`config.mk`:
```
export PLATFORM = sky130hd
export DESIGN_NAME = bridge_header_command_regs
export DESIGN_NICKNAME = d
export VERILOG_FILES = /design/src/design/bridge_cmd_pkg.sv /design/src/design/bridge_ctl_if.sv /design/src/design/status_flag_bank.sv /design/src/design/upstream_req_gate.sv /design/src/design/bridge_header_command_regs.sv
export SDC_FILE = /design/constraint.sdc
export NUM_CORES = 1
export LEC_CHECK = 0
export BUFFER_PORTS_ARGS = -buffer_cell sky130_fd_sc_hd__buf_2
export CAP_MARGIN = 15
export CELL_PAD_IN_SITES_DETAIL_PLACEMENT = 1
export CELL_PAD_IN_SITES_GLOBAL_PLACEMENT = 1
export CORE_ASPECT_RATIO = 0.7
export CORE_MARGIN = 1
export CORE_UTILIZATION = 27
export DETAILED_ROUTE_END_ITERATION = 16
export HOLD_SLACK_MARGIN = 0.15
export PLACE_DENSITY = 0.79
export SLEW_MARGIN = 20
export SYNTH_ARGS = -nofsm -noshare
export SYNTH_HDL_FRONTEND = slang
export SYNTH_SLANG_ARGS = --single-unit
```
`constraint.sdc`:
```
create_clock -name clk_in -period 2.2 [get_ports clk_in]
set_input_delay 0.33 -clock clk_in [delete_from_list [all_inputs] [get_ports clk_in]]
set_output_delay 0.33 -clock clk_in [all_outputs]
set_load 0.005 [all_outputs]
```
`src/design/bridge_cmd_pkg.sv`:
```
// Constants shared by the bridge header and command register bank
package bridge_cmd_pkg;

	// ----------------------------------------------------------------
	// Configuration access geometry
	// ----------------------------------------------------------------
	localparam int CFG_AW = 12;
	localparam logic [11:0] CFG_OFS_VENDOR = 12'h000;
	localparam logic [11:0] CFG_OFS_DEVICE = 12'h002;
	localparam logic [11:0] CFG_OFS_COMMAND = 12'h004;
	localparam logic [11:0] CFG_OFS_STATUS = 12'h006;

	// ----------------------------------------------------------------
	// Command register fields
	// ----------------------------------------------------------------
	localparam int CMD_IO_BIT = 0;
	localparam int CMD_MEM_BIT = 1;
	localparam int CMD_FWD_BIT = 2;
	localparam int CMD_PAR_BIT = 6;
	localparam int CMD_ERR_BIT = 8;
	localparam int CMD_IRQ_BIT = 10;
	localparam logic [15:0] CMD_WR_MASK = 16'h0547;
	localparam logic [15:0] CMD_RESET = 16'h0000;

	// ----------------------------------------------------------------
	// Status register fields and sticky flag indices
	// ----------------------------------------------------------------
	localparam int STS_INT_BIT = 3;
	localparam int STS_CAPL_BIT = 4;
	localparam int STS_MDPE_BIT = 8;
	localparam int STS_SSE_BIT = 14;
	localparam int STS_DPE_BIT = 15;
	localparam int FLG_MDPE = 0;
	localparam int FLG_SSE = 1;
	localparam int FLG_DPE = 2;
	localparam int FLG_N = 3;

	// ----------------------------------------------------------------
	// Identity defaults (arbitrary values, not any maker's code)
	// ----------------------------------------------------------------
	localparam logic [15:0] VENDOR_IDENT_DEF = 16'h1a2b;
	localparam logic [15:0] DEVICE_IDENT_DEF = 16'h0001;

	typedef enum logic [1:0] {KIND_MEM, KIND_IO, KIND_MSG, KIND_CPL} req_kind_t;

endpackage

```
`src/design/bridge_ctl_if.sv`:
```
// Carrier between the register core, the flag bank and the request gate
`timescale 1ns/10ps
interface bridge_ctl_if
	import bridge_cmd_pkg::*;
	();
	logic ce;
	logic [FLG_N-1:0] flag_set;
	logic [FLG_N-1:0] flag_clr;
	logic [FLG_N-1:0] flags;
	req_kind_t kind;
	logic nonposted;
	logic fwd_en;
	logic fwd;
	logic ur;
	modport flag_mp (input ce, input flag_set, input flag_clr,
		output flags);
	modport gate_mp (input kind, input nonposted, input fwd_en,
		output fwd, output ur);
	modport core_mp (output ce, output flag_set, output flag_clr,
		input flags, output kind, output nonposted, output fwd_en,
		input fwd, input ur);
endinterface

```
`src/design/status_flag_bank.sv`:
```
// Sticky write-one-to-clear status flags, set wins over clear
`timescale 1ns/10ps
module status_flag_bank
	import bridge_cmd_pkg::*;
	(
	input wire logic clk_in,
	input wire logic rstn_in,
	bridge_ctl_if.flag_mp ctl
	);

	// ----------------------------------------------------------------
	// One flop per flag
	// ----------------------------------------------------------------
	genvar i;
	generate
		for (i = 0; i < FLG_N; i++)
		begin : g_flag
			logic flag_r;
			always_ff @(posedge clk_in)
			begin
				if (!rstn_in)
					flag_r <= 1'b0;
				else if (ctl.ce)
					flag_r <= (flag_r & ~ctl.flag_clr[i]) | ctl.flag_set[i];
			end
			assign ctl.flags[i] = flag_r;
		end
	endgenerate

endmodule

```
`src/design/upstream_req_gate.sv`:
```
// Decides forwarding or Unsupported Request for secondary-side requests
`timescale 1ns/10ps
module upstream_req_gate
	import bridge_cmd_pkg::*;
	(
	bridge_ctl_if.gate_mp ctl
	);

	// ----------------------------------------------------------------
	// Gate
	// ----------------------------------------------------------------
	always_comb
	begin
		if (ctl.kind == KIND_MEM || ctl.kind == KIND_IO)
		begin
			ctl.fwd = ctl.fwd_en;
			ctl.ur = ~ctl.fwd_en & ctl.nonposted;
		end
		else
		begin
			// Messages and completions pass whatever the enable says
			ctl.fwd = 1'b1;
			ctl.ur = 1'b0;
		end
	end

endmodule

```
`src/design/bridge_header_command_regs.sv`:
```
// Bridge header identity words, command register and command-gated paths
`timescale 1ns/10ps
module bridge_header_command_regs
	import bridge_cmd_pkg::*;
	#(
	parameter logic [15:0] VENDOR_IDENT = VENDOR_IDENT_DEF,
	parameter logic [15:0] DEVICE_IDENT = DEVICE_IDENT_DEF
	)
	(
	input wire logic clk_in,
	input wire logic rstn_in,
	input wire logic ce_in,
	// Configuration access port
	input wire logic cfg_req_in,
	input wire logic cfg_we_in,
	input wire logic [CFG_AW-1:0] cfg_addr_in,
	input wire logic [3:0] cfg_be_in,
	input wire logic [31:0] cfg_wdata_in,
	output logic [31:0] cfg_rdata_out,
	output logic cfg_ack_out,
	// Primary-side request decode
	input wire logic prim_valid_in,
	input wire logic io_window_hit_in,
	input wire logic mem_window_hit_in,
	input wire logic prefetch_window_hit_in,
	output logic prim_claim_out,
	// Secondary-side requests heading upstream
	input wire logic sec_valid_in,
	input wire req_kind_t sec_kind_in,
	input wire logic sec_nonposted_in,
	output logic sec_forward_out,
	output logic sec_ur_out,
	// Poisoned traffic on the primary side
	input wire logic poisoned_cpl_in,
	input wire logic poisoned_write_in,
	input wire logic poisoned_rx_in,
	// Own detected errors
	input wire logic own_fatal_in,
	input wire logic own_nonfatal_in,
	input wire logic devctl_fatal_en_in,
	input wire logic devctl_nonfatal_en_in,
	output logic err_fatal_msg_out,
	output logic err_nonfatal_msg_out,
	// Error messages arriving from the secondary side
	input wire logic sec_err_cor_in,
	input wire logic sec_err_nonfatal_in,
	input wire logic sec_err_fatal_in,
	output logic fwd_err_cor_out,
	output logic fwd_err_nonfatal_out,
	output logic fwd_err_fatal_out,
	// Legacy interrupts
	input wire logic own_irq_in,
	input wire logic [3:0] sec_intx_in,
	output logic intx_assert_out,
	output logic [3:0] intx_fwd_out
	);

	// ----------------------------------------------------------------
	// Declarations
	// ----------------------------------------------------------------
	bridge_ctl_if ctl ();

	logic [15:0] command_r;
	logic [15:0] command_nxt;
	logic [15:0] status_view;
	logic [31:0] rdata_nxt;
	logic [9:0] cfg_dword;
	logic hit_ident;
	logic hit_cmd;
	logic wr_cmd;
	logic io_en;
	logic mem_en;
	logic fwd_en;
	logic par_en;
	logic err_en;
	logic irq_dis;
	logic own_fatal_send;
	logic own_nonfatal_send;
	logic any_err_sent;
	logic clr_lane;

	// ----------------------------------------------------------------
	// Sub-blocks
	// ----------------------------------------------------------------
	status_flag_bank u_flags (
		.clk_in(clk_in),
		.rstn_in(rstn_in),
		.ctl(ctl.flag_mp)
	);

	upstream_req_gate u_gate (
		.ctl(ctl.gate_mp)
	);

	// ----------------------------------------------------------------
	// Command field views
	// ----------------------------------------------------------------
	assign io_en = command_r[CMD_IO_BIT];
	assign mem_en = command_r[CMD_MEM_BIT];
	assign fwd_en = command_r[CMD_FWD_BIT];
	assign par_en = command_r[CMD_PAR_BIT];
	assign err_en = command_r[CMD_ERR_BIT];
	assign irq_dis = command_r[CMD_IRQ_BIT];

	// ----------------------------------------------------------------
	// Address decode
	// ----------------------------------------------------------------
	// Accesses are dword wide; byte enables pick the bytes
	assign cfg_dword = cfg_addr_in[CFG_AW-1:2];
	assign hit_ident = (cfg_dword == CFG_OFS_VENDOR[CFG_AW-1:2]);
	assign hit_cmd = (cfg_dword == CFG_OFS_COMMAND[CFG_AW-1:2]);
	assign wr_cmd = cfg_req_in & cfg_we_in & hit_cmd;

	// ----------------------------------------------------------------
	// Command register
	// ----------------------------------------------------------------
	always_comb
	begin
		command_nxt = command_r;
		if (wr_cmd && cfg_be_in[0])
			command_nxt[7:0] = cfg_wdata_in[7:0];
		if (wr_cmd && cfg_be_in[1])
			command_nxt[15:8] = cfg_wdata_in[15:8];
		// Hard-wired zero fields never take a written one
		command_nxt = command_nxt & CMD_WR_MASK;
	end

	always_ff @(posedge clk_in)
	begin
		if (!rstn_in)
			command_r <= CMD_RESET;
		else if (ce_in)
			command_r <= command_nxt;
	end

	// ----------------------------------------------------------------
	// Own error events and status flag sources
	// ----------------------------------------------------------------
	assign own_fatal_send = own_fatal_in & (err_en | devctl_fatal_en_in);
	assign own_nonfatal_send = own_nonfatal_in
		& (err_en | devctl_nonfatal_en_in);
	// Only messages sent under the command enable mark the status bit
	assign any_err_sent = err_en & (own_fatal_send | own_nonfatal_send
		| sec_err_fatal_in | sec_err_nonfatal_in);

	assign ctl.ce = ce_in;
	assign ctl.flag_set[FLG_MDPE] = par_en
		& (poisoned_cpl_in | poisoned_write_in);
	assign ctl.flag_set[FLG_SSE] = any_err_sent;
	assign ctl.flag_set[FLG_DPE] = poisoned_rx_in;

	// ----------------------------------------------------------------
	// Status flag clears
	// ----------------------------------------------------------------
	// Status bits 8, 14 and 15 all sit in the top byte lane
	// The bank lets a same-cycle set win, so a clear never drops an event
	assign clr_lane = wr_cmd & cfg_be_in[3];
	assign ctl.flag_clr[FLG_MDPE] = clr_lane
		& cfg_wdata_in[16+STS_MDPE_BIT];
	assign ctl.flag_clr[FLG_SSE] = clr_lane
		& cfg_wdata_in[16+STS_SSE_BIT];
	assign ctl.flag_clr[FLG_DPE] = clr_lane
		& cfg_wdata_in[16+STS_DPE_BIT];

	// ----------------------------------------------------------------
	// Status view
	// ----------------------------------------------------------------
	// Bit 3 is a live view and bit 4 is tied to one; unused bits read zero
	always_comb
	begin
		status_view = 16'h0000;
		status_view[STS_INT_BIT] = own_irq_in;
		status_view[STS_CAPL_BIT] = 1'b1;
		status_view[STS_MDPE_BIT] = ctl.flags[FLG_MDPE];
		status_view[STS_SSE_BIT] = ctl.flags[FLG_SSE];
		status_view[STS_DPE_BIT] = ctl.flags[FLG_DPE];
	end

	// ----------------------------------------------------------------
	// Configuration read data
	// ----------------------------------------------------------------
	always_comb
	begin
		rdata_nxt = 32'h0000_0000;
		if (hit_ident)
			rdata_nxt = {DEVICE_IDENT, VENDOR_IDENT};
		else if (hit_cmd)
			rdata_nxt = {status_view, command_r};
	end

	// Read data is zero outside its ack cycle, so a stale word is
	// never taken for an answer
	always_ff @(posedge clk_in)
	begin
		if (!rstn_in)
			cfg_rdata_out <= 32'h0000_0000;
		else if (ce_in)
			cfg_rdata_out <= (cfg_req_in && !cfg_we_in) ? rdata_nxt
				: 32'h0000_0000;
	end

	// ----------------------------------------------------------------
	// Configuration acknowledge
	// ----------------------------------------------------------------
	// Every request taken while ce_in is high, read or write, mapped or not, gets one ack
	always_ff @(posedge clk_in)
	begin
		if (!rstn_in)
			cfg_ack_out <= 1'b0;
		else if (ce_in)
			cfg_ack_out <= cfg_req_in;
	end

	// ----------------------------------------------------------------
	// Primary-side claim
	// ----------------------------------------------------------------
	// Window hits come from the decoders; only the enables are added
	always_ff @(posedge clk_in)
	begin
		if (!rstn_in)
			prim_claim_out <= 1'b0;
		else if (ce_in)
			prim_claim_out <= prim_valid_in
				& ((io_window_hit_in & io_en)
				| ((mem_window_hit_in | prefetch_window_hit_in)
				& mem_en));
	end

	// ----------------------------------------------------------------
	// Secondary-side request forwarding
	// ----------------------------------------------------------------
	assign ctl.kind = sec_kind_in;
	assign ctl.nonposted = sec_nonposted_in;
	assign ctl.fwd_en = fwd_en;

	// Both answers are registered; a non-posted request gets exactly one verdict
	always_ff @(posedge clk_in)
	begin
		if (!rstn_in)
			sec_forward_out <= 1'b0;
		else if (ce_in)
			sec_forward_out <= sec_valid_in & ctl.fwd;
	end

	always_ff @(posedge clk_in)
	begin
		if (!rstn_in)
			sec_ur_out <= 1'b0;
		else if (ce_in)
			sec_ur_out <= sec_valid_in & ctl.ur;
	end

	// ----------------------------------------------------------------
	// Own error messages
	// ----------------------------------------------------------------
	// Own messages go out under bit 8 or the matching device enable
	always_ff @(posedge clk_in)
	begin
		if (!rstn_in)
			err_fatal_msg_out <= 1'b0;
		else if (ce_in)
			err_fatal_msg_out <= own_fatal_send;
	end

	always_ff @(posedge clk_in)
	begin
		if (!rstn_in)
			err_nonfatal_msg_out <= 1'b0;
		else if (ce_in)
			err_nonfatal_msg_out <= own_nonfatal_send;
	end

	// ----------------------------------------------------------------
	// Forwarded error messages
	// ----------------------------------------------------------------
	// Correctable messages bypass the enable; the others need bit 8
	always_ff @(posedge clk_in)
	begin
		if (!rstn_in)
			fwd_err_cor_out <= 1'b0;
		else if (ce_in)
			fwd_err_cor_out <= sec_err_cor_in;
	end

	always_ff @(posedge clk_in)
	begin
		if (!rstn_in)
			fwd_err_nonfatal_out <= 1'b0;
		else if (ce_in)
			fwd_err_nonfatal_out <= sec_err_nonfatal_in & err_en;
	end

	always_ff @(posedge clk_in)
	begin
		if (!rstn_in)
			fwd_err_fatal_out <= 1'b0;
		else if (ce_in)
			fwd_err_fatal_out <= sec_err_fatal_in & err_en;
	end

	// ----------------------------------------------------------------
	// Legacy interrupts
	// ----------------------------------------------------------------
	// Setting the disable drops an asserted line, which a far-end
	// resolver sees as a deassertion
	always_ff @(posedge clk_in)
	begin
		if (!rstn_in)
			intx_assert_out <= 1'b0;
		else if (ce_in)
			intx_assert_out <= own_irq_in & ~irq_dis;
	end

	always_ff @(posedge clk_in)
	begin
		if (!rstn_in)
			intx_fwd_out <= 4'h0;
		else if (ce_in)
			intx_fwd_out <= sec_intx_in;
	end

endmodule

```
# Yosys cells after proc, flatten, opt, wreduce, memory -nomap -nowiden
# Index checks and enable logic that the tools add are counted.
# W data, S select, Z words.
# totals
ff_bits	55
output_inout_bits	46
inputBits	76
wordCells	71
# op_classes
eq_ne	2
muxes	5
reduce_logical	9
bitwise	38
# op_table
cell	count
$mux W32	3
$and A1 B1 Y1	22
$or A1 B1 Y1	11
$eq A10 B1 Y1 const B	1
$logic_not A10 Y1	1
$not A1 Y1	5
$reduce_and A2 Y1	2
$logic_and A1 B1 Y1	3
$eq A2 B1 Y1 const B	1
$logic_not A2 Y1	1
$mux W1	2
$logic_not A1 Y1	1
$logic_or A1 B1 Y1	1

# Longest topological paths before layout
# Gate-level depths: netlist of the first run.
# depth
ltp_word	7
ltp_mapped	5
mapped_depth_nobuf	4

# Hierarchy
# Synthesis of the first run repeated with hierarchy kept, for this count alone.
# hier_totals
cells_unflattened	172
area_unflattened_um2	1680.4
# modules_own_cells
module	cells_per_inst	seq_area_each_um2	instances	area_per_inst_um2
bridge_header_command_regs	155	640.6	1	1527.7
status_flag_bank	15	60.1	1	138.9
upstream_req_gate	2	0.0	1	13.8

# Least setup slack after synthesis of the first run
# OpenSTA, ideal clock, no wires.
# synth_timing
kind	in2reg
from	input cfg_addr_in[7]
to	register u_flags.g_flag[1].flag_r
stages	4
path_slack_ns	0.549
arrival_ns	1.531
path_buffers	0
setup_ns	0.120
required_time_ns	2.080
path_cell_list	or4_4 > or3_4 > nor4b_2 > nor2_1
# synth_between
elab_chain_len	7
# synth_lines
element	line_no	source
start: declaration	bridge_header_command_regs.sv:16	input wire logic [CFG_AW-1:0] cfg_addr_in,
$eq A10 B1 Y1	bridge_header_command_regs.sv:111	assign hit_cmd = (cfg_dword == CFG_OFS_COMMAND[CFG_AW-1:2]);
$and A1 B1 Y1	bridge_header_command_regs.sv:112	assign wr_cmd = cfg_req_in & cfg_we_in & hit_cmd;
$and A1 B1 Y1	bridge_header_command_regs.sv:157	assign clr_lane = wr_cmd & cfg_be_in[3];
$and A1 B1 Y1	bridge_header_command_regs.sv:161	& cfg_wdata_in[16+STS_SSE_BIT];
$not A1 Y1	status_flag_bank.sv:24	flag_r <= (flag_r & ~ctl.flag_clr[i]) | ctl.flag_set[i];
$and A1 B1 Y1	status_flag_bank.sv:24	
$or A1 B1 Y1	status_flag_bank.sv:24	
end signal: assignment	status_flag_bank.sv:24	
end: declaration	status_flag_bank.sv:18	logic flag_r;
# No other way between the ends.
# A chain may end at the register's enable or synchronous reset.

# Final worst setup path of the first run
# layout_timing
from	input cfg_addr_in[7]
to	register command_r[1]
# layout_between
elab_chain_len	4
# layout_lines
element	line_no	source
$eq A10 B1 Y1	bridge_header_command_regs.sv:111	
$and A1 B1 Y1	bridge_header_command_regs.sv:112	
$logic_and A1 B1 Y1	bridge_header_command_regs.sv:120	if (wr_cmd && cfg_be_in[0])
$reduce_and A2 Y1 (no source line)	n/a	
end signal: assignment	bridge_header_command_regs.sv:133	command_r <= command_nxt;
end: declaration	bridge_header_command_regs.sv:63	logic [15:0] command_r;
# No other way between the ends.

==> flow_metrics.tcl, run 1 <==
set metrics [dict create \
    grt_max_degree 21 \
    cts.htree.levels 2 \
    ys_ff_latch 35 \
    whs_ps 240 \
    ant_nets 0 \
    synthTopCellsByArea "dfxtp_1 44%, buf_4 9.4%, mux2i_1 6.9%, a21oi_1 5.3%, nand2_1 5.2%" \
    fin_ws_ps 587 \
    clk_pin_slew_ps 70 \
    die_area_sq_um 6240 \
    dieHeight_microns 66.4 \
    rsz0062_at_grt "false" \
    grt_pass1_wl_mm 6.55 \
    route.detailed.drc 0 \
    post-place-ws_ps 297 \
    synth_area_leader_cell "dfxtp_1" \
    synth.distinct_cells 30 \
    final_util_pct 36.2 \
    ys_seq_area_share_pct 43.8 \
    dr.first_iter.drc_count 9 \
    drive_gt1_share_pct 36.8 \
    hp-class "primary input to register" \
    fmax_mhz 620 \
    avgRoutedWirePerCell_microns 12.8 \
    die-width_microns 94.0 \
    drv_cap 0 \
    worst_setup_path_end_kind "register" \
    vdd_drop_max_mv 0.282 \
    antenna_cells 0 \
    power_density_nw_per_um2 592 \
    grt.overflow.total 0 \
    placed_area_sq_um 1990 \
    maxSlewHeadroom_pct 61.2 \
    dp.cells 325 \
    cts.sinks 35 \
    tns_ps 0 \
    ios 122 \
    skew_ps 2.33 \
    multi_input_area_sq_um 758 \
    grt_usage_pct 14.0 \
    syn-cell-area_sq_um 1600 \
    cp_data_arrival_time_ps 1820 \
    io_buffer_count 79 \
    fill_cells 728 \
    cts_tree "built" \
    drt-total-wl_mm 4.27 \
    ctsRootBufferMaster "clkbuf_8" \
    hpwl_mm 3.36 \
    start_util_pct 27.9 \
    stdcell_count 333 \
    cts_setup_buffers 0 \
    p_leak_nw 0.947 \
    hold_violations 0 \
    numCtsBuffers 5 \
    criticalPathCategory "primary input to register" \
    grt_pass1_vias 1346 \
    total_power_mw 1.23 \
    vias 1469 \
    viasPerCell 4.41 \
    antenna_found_initial 0 \
    syn_avg_cell_area_sq_um 8.84 \
    fin_nets 333 \
    hold_buffers 0 \
    first_pass_iters 4 \
    start_kind "primary input" \
    ys_warn_count 0 \
    routabilityCongestion 0.709 \
    setup_violations 0 \
    min_period_ps 1610 \
    required_ps 2400 \
    cp_max_fo 4 \
    fin_crit_sh_pct 73.3 \
    timing.final.max_slew_violations 0 \
    coreArea_sq_um 5730 \
    cts_max_path_buffers 2 \
    cts_resized 0 \
    area_growth_syn_to_layout_pct 29.4 \
    rows 23 \
    status "finished clean" \
    synth_top_area_share_pct 43.8 \
    worst_slew_pin_slew_ps 579 \
    clkLatencyLatePin_ps 280 \
    synthCells 181 \
    seqCellArea_sq_um 701 \
    postLayoutCellArea_sq_um 2070 \
]
-- metal layers --
| layer | GRT usage [%] | vias up | routed length, microns | share of wire (%) |
|---|---|---|---|---|
| met5 | 0 | - | 0 | 0 |
| met4 | 3.46 | 0 | 0 | 0 |
| met1 | 18.0 | 679 | 2050 | 48 |
| met3 | 4.25 | 0 | 214 | 5.0 |
| li1 | - | 742 | - | - |
| met2 | 22.6 | 48 | 2000 | 47 |
-- kinds of logic after synthesis --
group                  Yosys count  synth area share (%)
flip-flops                      35                  43.8
AO/OA/AOI/OAI                   33                  12.3
AND/OR/NAND/NOR                 70                  24.7
multiplexers                    11                  6.88
other                            1                 0.234
buffers and inverters           31                  12.1
-- final timing paths --
check	startpoint	to	cells past startpoint	slack (ps)
worst max-delay path	cfg_addr_in[7]	command_r[1]$_SDFFE_PN0P_	5	590
worst min-delay path	cfg_wdata_in[31]	u_flags.g_flag[2].flag_r$_SDFFE_PN0P_	2	240
worst max register to register	command_r[8]$_SDFFE_PN0P_	u_flags.g_flag[1].flag_r$_SDFFE_PN0P_	4	1230
worst min register to register	cfg_rdata_out[8]$_SDFFE_PN0P_	cfg_rdata_out[8]$_SDFFE_PN0P_	2	450
-- synthesized netlist by cell type --
library cell,number
or3_1,1
a22o_1,4
nor4_4,1
nor3_1,3
nor4b_2,1
nand4b_1,2
o211a_1,1
nor4_1,1
nand4_1,4
o21ai_0,7
nand3_1,5
nand2b_1,13
nand3b_1,1
o211ai_1,3
inv_1,3
nor2_4,2
buf_1,2
dfxtp_1,35
buf_2,2
nand2_1,22
mux2i_1,11
clkbuf_1,4
or4_4,1
nor2_1,11
buf_4,20
a311oi_1,1
conb_1,1
or3_4,1
a21oi_1,17
nor2b_1,1
-- sequential cells by signal (all words and copies together), names as in the netlist, 3 cells and up --
name and flops:
cfg_rdata_out 12, command_r 6, intx_fwd_out 4, u_flags.g_flag.flag_r 3
-- cell type report --
type | instances | share of cell area [%]
Clock buffer | 7 | 3.69
Inverter | 3 | 0.544
Clock inverter | 1 | 0.242
Multi-Input combinational cell | 129 | 36.6
Timing Repair Buffer | 83 | 20.5
Tap cell | 75 | 4.53
Sequential cell | 35 | 33.8
-- critical path: stages --
cell	delay, ps
buf_2	100
or4_4	530
or3_4	400
nor2_4	230
mux2i_1	220
-- placed cells by master, fill, tap and decap left out, types with 2 or more instances in the layout --
master    netlist  layout
clkbuf_1        4       2
nor2_1         11      11
buf_2           2      79
nand2b_1       13      13
buf_4          20       4
nor2_4          2       2
inv_1           3       3
o211ai_1        3       3
dfxtp_1        35      35
o21ai_0         7       7
a22o_1          4       4
nand3_1         5       5
nand4b_1        2       2
mux2i_1        11      11
nand4_1         4       4
clkbuf_8        0       5
nand2_1        22      22
a21oi_1        17      17
conb_1          1      15
nor3_1          3       3
-- report_power, final --
part           total [mW]  switching [mW]  internal (mW)
clock               0.450           0.228          0.222
combinational       0.126          0.0661         0.0596
sequential          0.650         0.00521          0.644
total                1.23           0.299          0.926
No activity file was read; power rests on OpenSTA's default activity.
==> inputs of run 2 (changes only) <==
--- a/config.mk
+++ b/config.mk
@@ -11,10 +11,10 @@
 export CELL_PAD_IN_SITES_GLOBAL_PLACEMENT = 1
 export CORE_ASPECT_RATIO = 0.7
 export CORE_MARGIN = 1
-export CORE_UTILIZATION = 27
+export CORE_UTILIZATION = 24
 export DETAILED_ROUTE_END_ITERATION = 16
 export HOLD_SLACK_MARGIN = 0.15
-export PLACE_DENSITY = 0.79
+export PLACE_DENSITY = 0.74
 export SLEW_MARGIN = 20
 export SYNTH_ARGS = -nofsm -noshare
 export SYNTH_HDL_FRONTEND = slang
==> constraint.sdc (replaced) <==
create_clock -name clk_in -period 1.4 [get_ports clk_in]
set_input_delay 0.21 -clock clk_in [delete_from_list [all_inputs] [get_ports clk_in]]
set_output_delay 0.21 -clock clk_in [all_outputs]
set_load 0.005 [all_outputs]
==> run 2 against run 1 <==
The flow now finishes with violations (setup timing). Combinational power rose by 71%. Core utilization fell by 1.9 points. Clock skew increased by 5.5 ps. Critical path depth stayed put. Die area up 12%. Highest routed layer is now met4.
==> flow_metrics.tcl, run 2 (synthesized netlist as in run 1, its figures left out) <==
set metrics [dict create \
    ios 122 \
    top_register "cfg_rdata_out" \
    violations "setup timing" \
    start_util_pct 25.3 \
    p_leak_nw 0.988 \
    area_growth_syn_to_layout_pct 35.6 \
    grt_pass1_wl_mm 7.60 \
    clk_pin_slew_ps 70 \
    cts_max_path_buffers 2 \
    coreArea_sq_um 6340 \
    dr.first_iter.drc_count 34 \
    fmax_mhz 699 \
    ctsRootBufferMaster "clkbuf_8" \
    fin_crit_sh_pct 102 \
    postLayoutCellArea_sq_um 2170 \
    avgRoutedWirePerCell_microns 13.3 \
    cp_max_fo 4 \
    drive_gt1_share_pct 38.3 \
    dieHeight_microns 70.3 \
    fin_nets 339 \
    r2r-start "command_r[8]$_SDFFE_PN0P_" \
    io_buffer_count 79 \
    final_util_pct 34.2 \
    worst_setup_path_end_kind "register" \
    rsz0062_at_grt "true" \
    cts_tree "built" \
    vias 1503 \
    routabilityCongestion 0.747 \
    fill_cells 764 \
    grt_usage_pct 14.0 \
    final_common_cell "buf_2" \
    max_stage_delay_ps 540 \
    hpwl_mm 3.75 \
    cts.htree.levels 2 \
    pwr-share-seq_pct 50.2 \
    numCtsBuffers 5 \
    hp-class "primary input to register" \
    reg2reg_depth 4 \
    largest_reg_flops 12 \
    p_sw_mw 0.468 \
    status "finished with violations" \
    setup_violations 4 \
    min_period_ps 1430 \
    first_pass_iters 4 \
    r2r_end "u_flags.g_flag[1].flag_r$_SDFFE_PN0P_" \
    setup.worst_path.start "cfg_addr_in[7]" \
    rows 24 \
    stdcell_count 355 \
    path_depth 5 \
    p_comb_share_pct 10.6 \
    seqCellArea_sq_um 701 \
    antenna_found_initial 0 \
    crit_slowest_cell "or4_4" \
    route.detailed.drc 0 \
    multi_input_area_sq_um 758 \
    endpoint "command_r[0]$_SDFFE_PN0P_" \
    ant_nets 0 \
    clkLatencyLatePin_ps 280 \
    timing.final.max_slew_violations 0 \
    antenna_cells 0 \
    drv_cap 0 \
    switching_share_pct 23.0 \
    post-place-ws_ps -360 \
    grt_pass1_vias 1537 \
    critical-path-top-delay-family "simple AND/OR/NAND/NOR gates" \
    grt_max_degree 32 \
    start_kind "primary input" \
    layout_common_cells "77 x buf_2, 35 x dfxtp_1, 22 x nand2_1" \
    viasPerCell 4.23 \
    reg_top3 "cfg_rdata_out: 12 flops, command_r: 6 flops, intx_fwd_out: 4 flops" \
    critPathBufInv 1 \
    fin_ws_ps -30.1 \
    p_int_mw 1.57 \
    criticalPathCategory "primary input to register" \
    p_clk_share_pct 39.2 \
    ff2ff_setup_slack_ps 470 \
    cts.sinks 35 \
    grt.overflow.total 0 \
    required_ps 1600 \
    hold_violations 0 \
    placed_area_sq_um 2030 \
    die_area_sq_um 7000 \
    tns_ps -68.4 \
    skew_ps 7.87 \
    path_cells "buf_6 -> or4_4 -> or3_4 -> nor2_4 -> mux2i_1" \
    drt-total-wl_mm 4.72 \
    power_density_nw_per_um2 938 \
    dp.cells 344 \
    die-width_microns 99.6 \
    vdd_drop_max_mv 0.322 \
    cp_data_arrival_time_ps 1630 \
]
[run 2: cell types whose count changed in the layout (fill, tap and decap cells not counted)]
cell / delta
dlygate4sd3_1: +1
o21ai_1: +3
buf_6: +2
clkinv_2: -1
o21ai_0: -3
clkbuf_8: +2
clkbuf_1: -1
buf_4: +5
buf_2: -2
[run 2: cell type report]
| type | instances | area share [%] |
|---|---|---|
| flip-flops and latches | 35 | 32.3 |
| well taps | 91 | 5.25 |
| clock buffers | 8 | 4.61 |
| multi-input cells | 129 | 34.9 |
| repair buffers | 89 | 22.4 |
| inverters | 3 | 0.519 |
[run 2: how the worst min path moves through the flow]
stage	startpoint	endpoint	slack [ps]	depth (start not counted)
floorplan	cfg_wdata_in[31]	u_flags.g_flag[2].flag_r$_SDFFE_PN0P_	320	1
CTS	sec_intx_in[1]	intx_fwd_out[1]$_SDFFE_PN0P_	170	3
global route	sec_intx_in[1]	intx_fwd_out[1]$_SDFFE_PN0P_	170	3
finish	sec_intx_in[1]	intx_fwd_out[1]$_SDFFE_PN0P_	170	3
detailed placement	cfg_wdata_in[31]	u_flags.g_flag[2].flag_r$_SDFFE_PN0P_	450	2
global placement	cfg_wdata_in[31]	u_flags.g_flag[2].flag_r$_SDFFE_PN0P_	420	2
[run 2: worst register-to-register path, delay by kind of cell (launching register included)]
kind	cells	cell delay [ps]
AND/OR/NAND/NOR	4	480
flip-flops	1	360
[run 2: what timing repair did]
| item | 4_1_cts | 5_1_grt |
|---|---|---|
| gates resized for setup | 1 | 4 |
| endpoints found under the hold margin | 1 | 0 |
| setup endpoints to repair | 6 | 10 |
| hold buffers | 1 | 0 |
| pin swaps | 1 | 1 |
| setup buffers | 0 | 2 |
[run 2: power groups by stage]
stage	registers [mW]	logic, mW	clock network (mW)
floorplan	1.05	0.114	0
global placement	1.04	0.205	0
detailed placement	1.04	0.211	0
CTS	1.02	0.216	0.839
global route	1.02	0.242	0.887
finish	1.02	0.216	0.798
[run 2: stage by stage]
| step | power (mW) | hold slack, ps |
|---|---|---|
| finish | 2.03 | 173 |
| global route | 2.15 | 171 |
| CTS | 2.08 | 166 |
| detailed placement | 1.25 | 446 |
| global placement | 1.25 | 424 |
| floorplan | 1.16 | 320 |
[run 2: layer usage]
| metal | vias to the layer above | track usage (%) | routed length, microns |
|---|---|---|---|
| met3 | 2 | 4.70 | 269 |
| met1 | 702 | 19.1 | 2330 |
| met5 | - | 0 | 0 |
| met4 | 0 | 0.980 | 8 |
| li1 | 747 | - | - |
| met2 | 52 | 22.3 | 2110 |
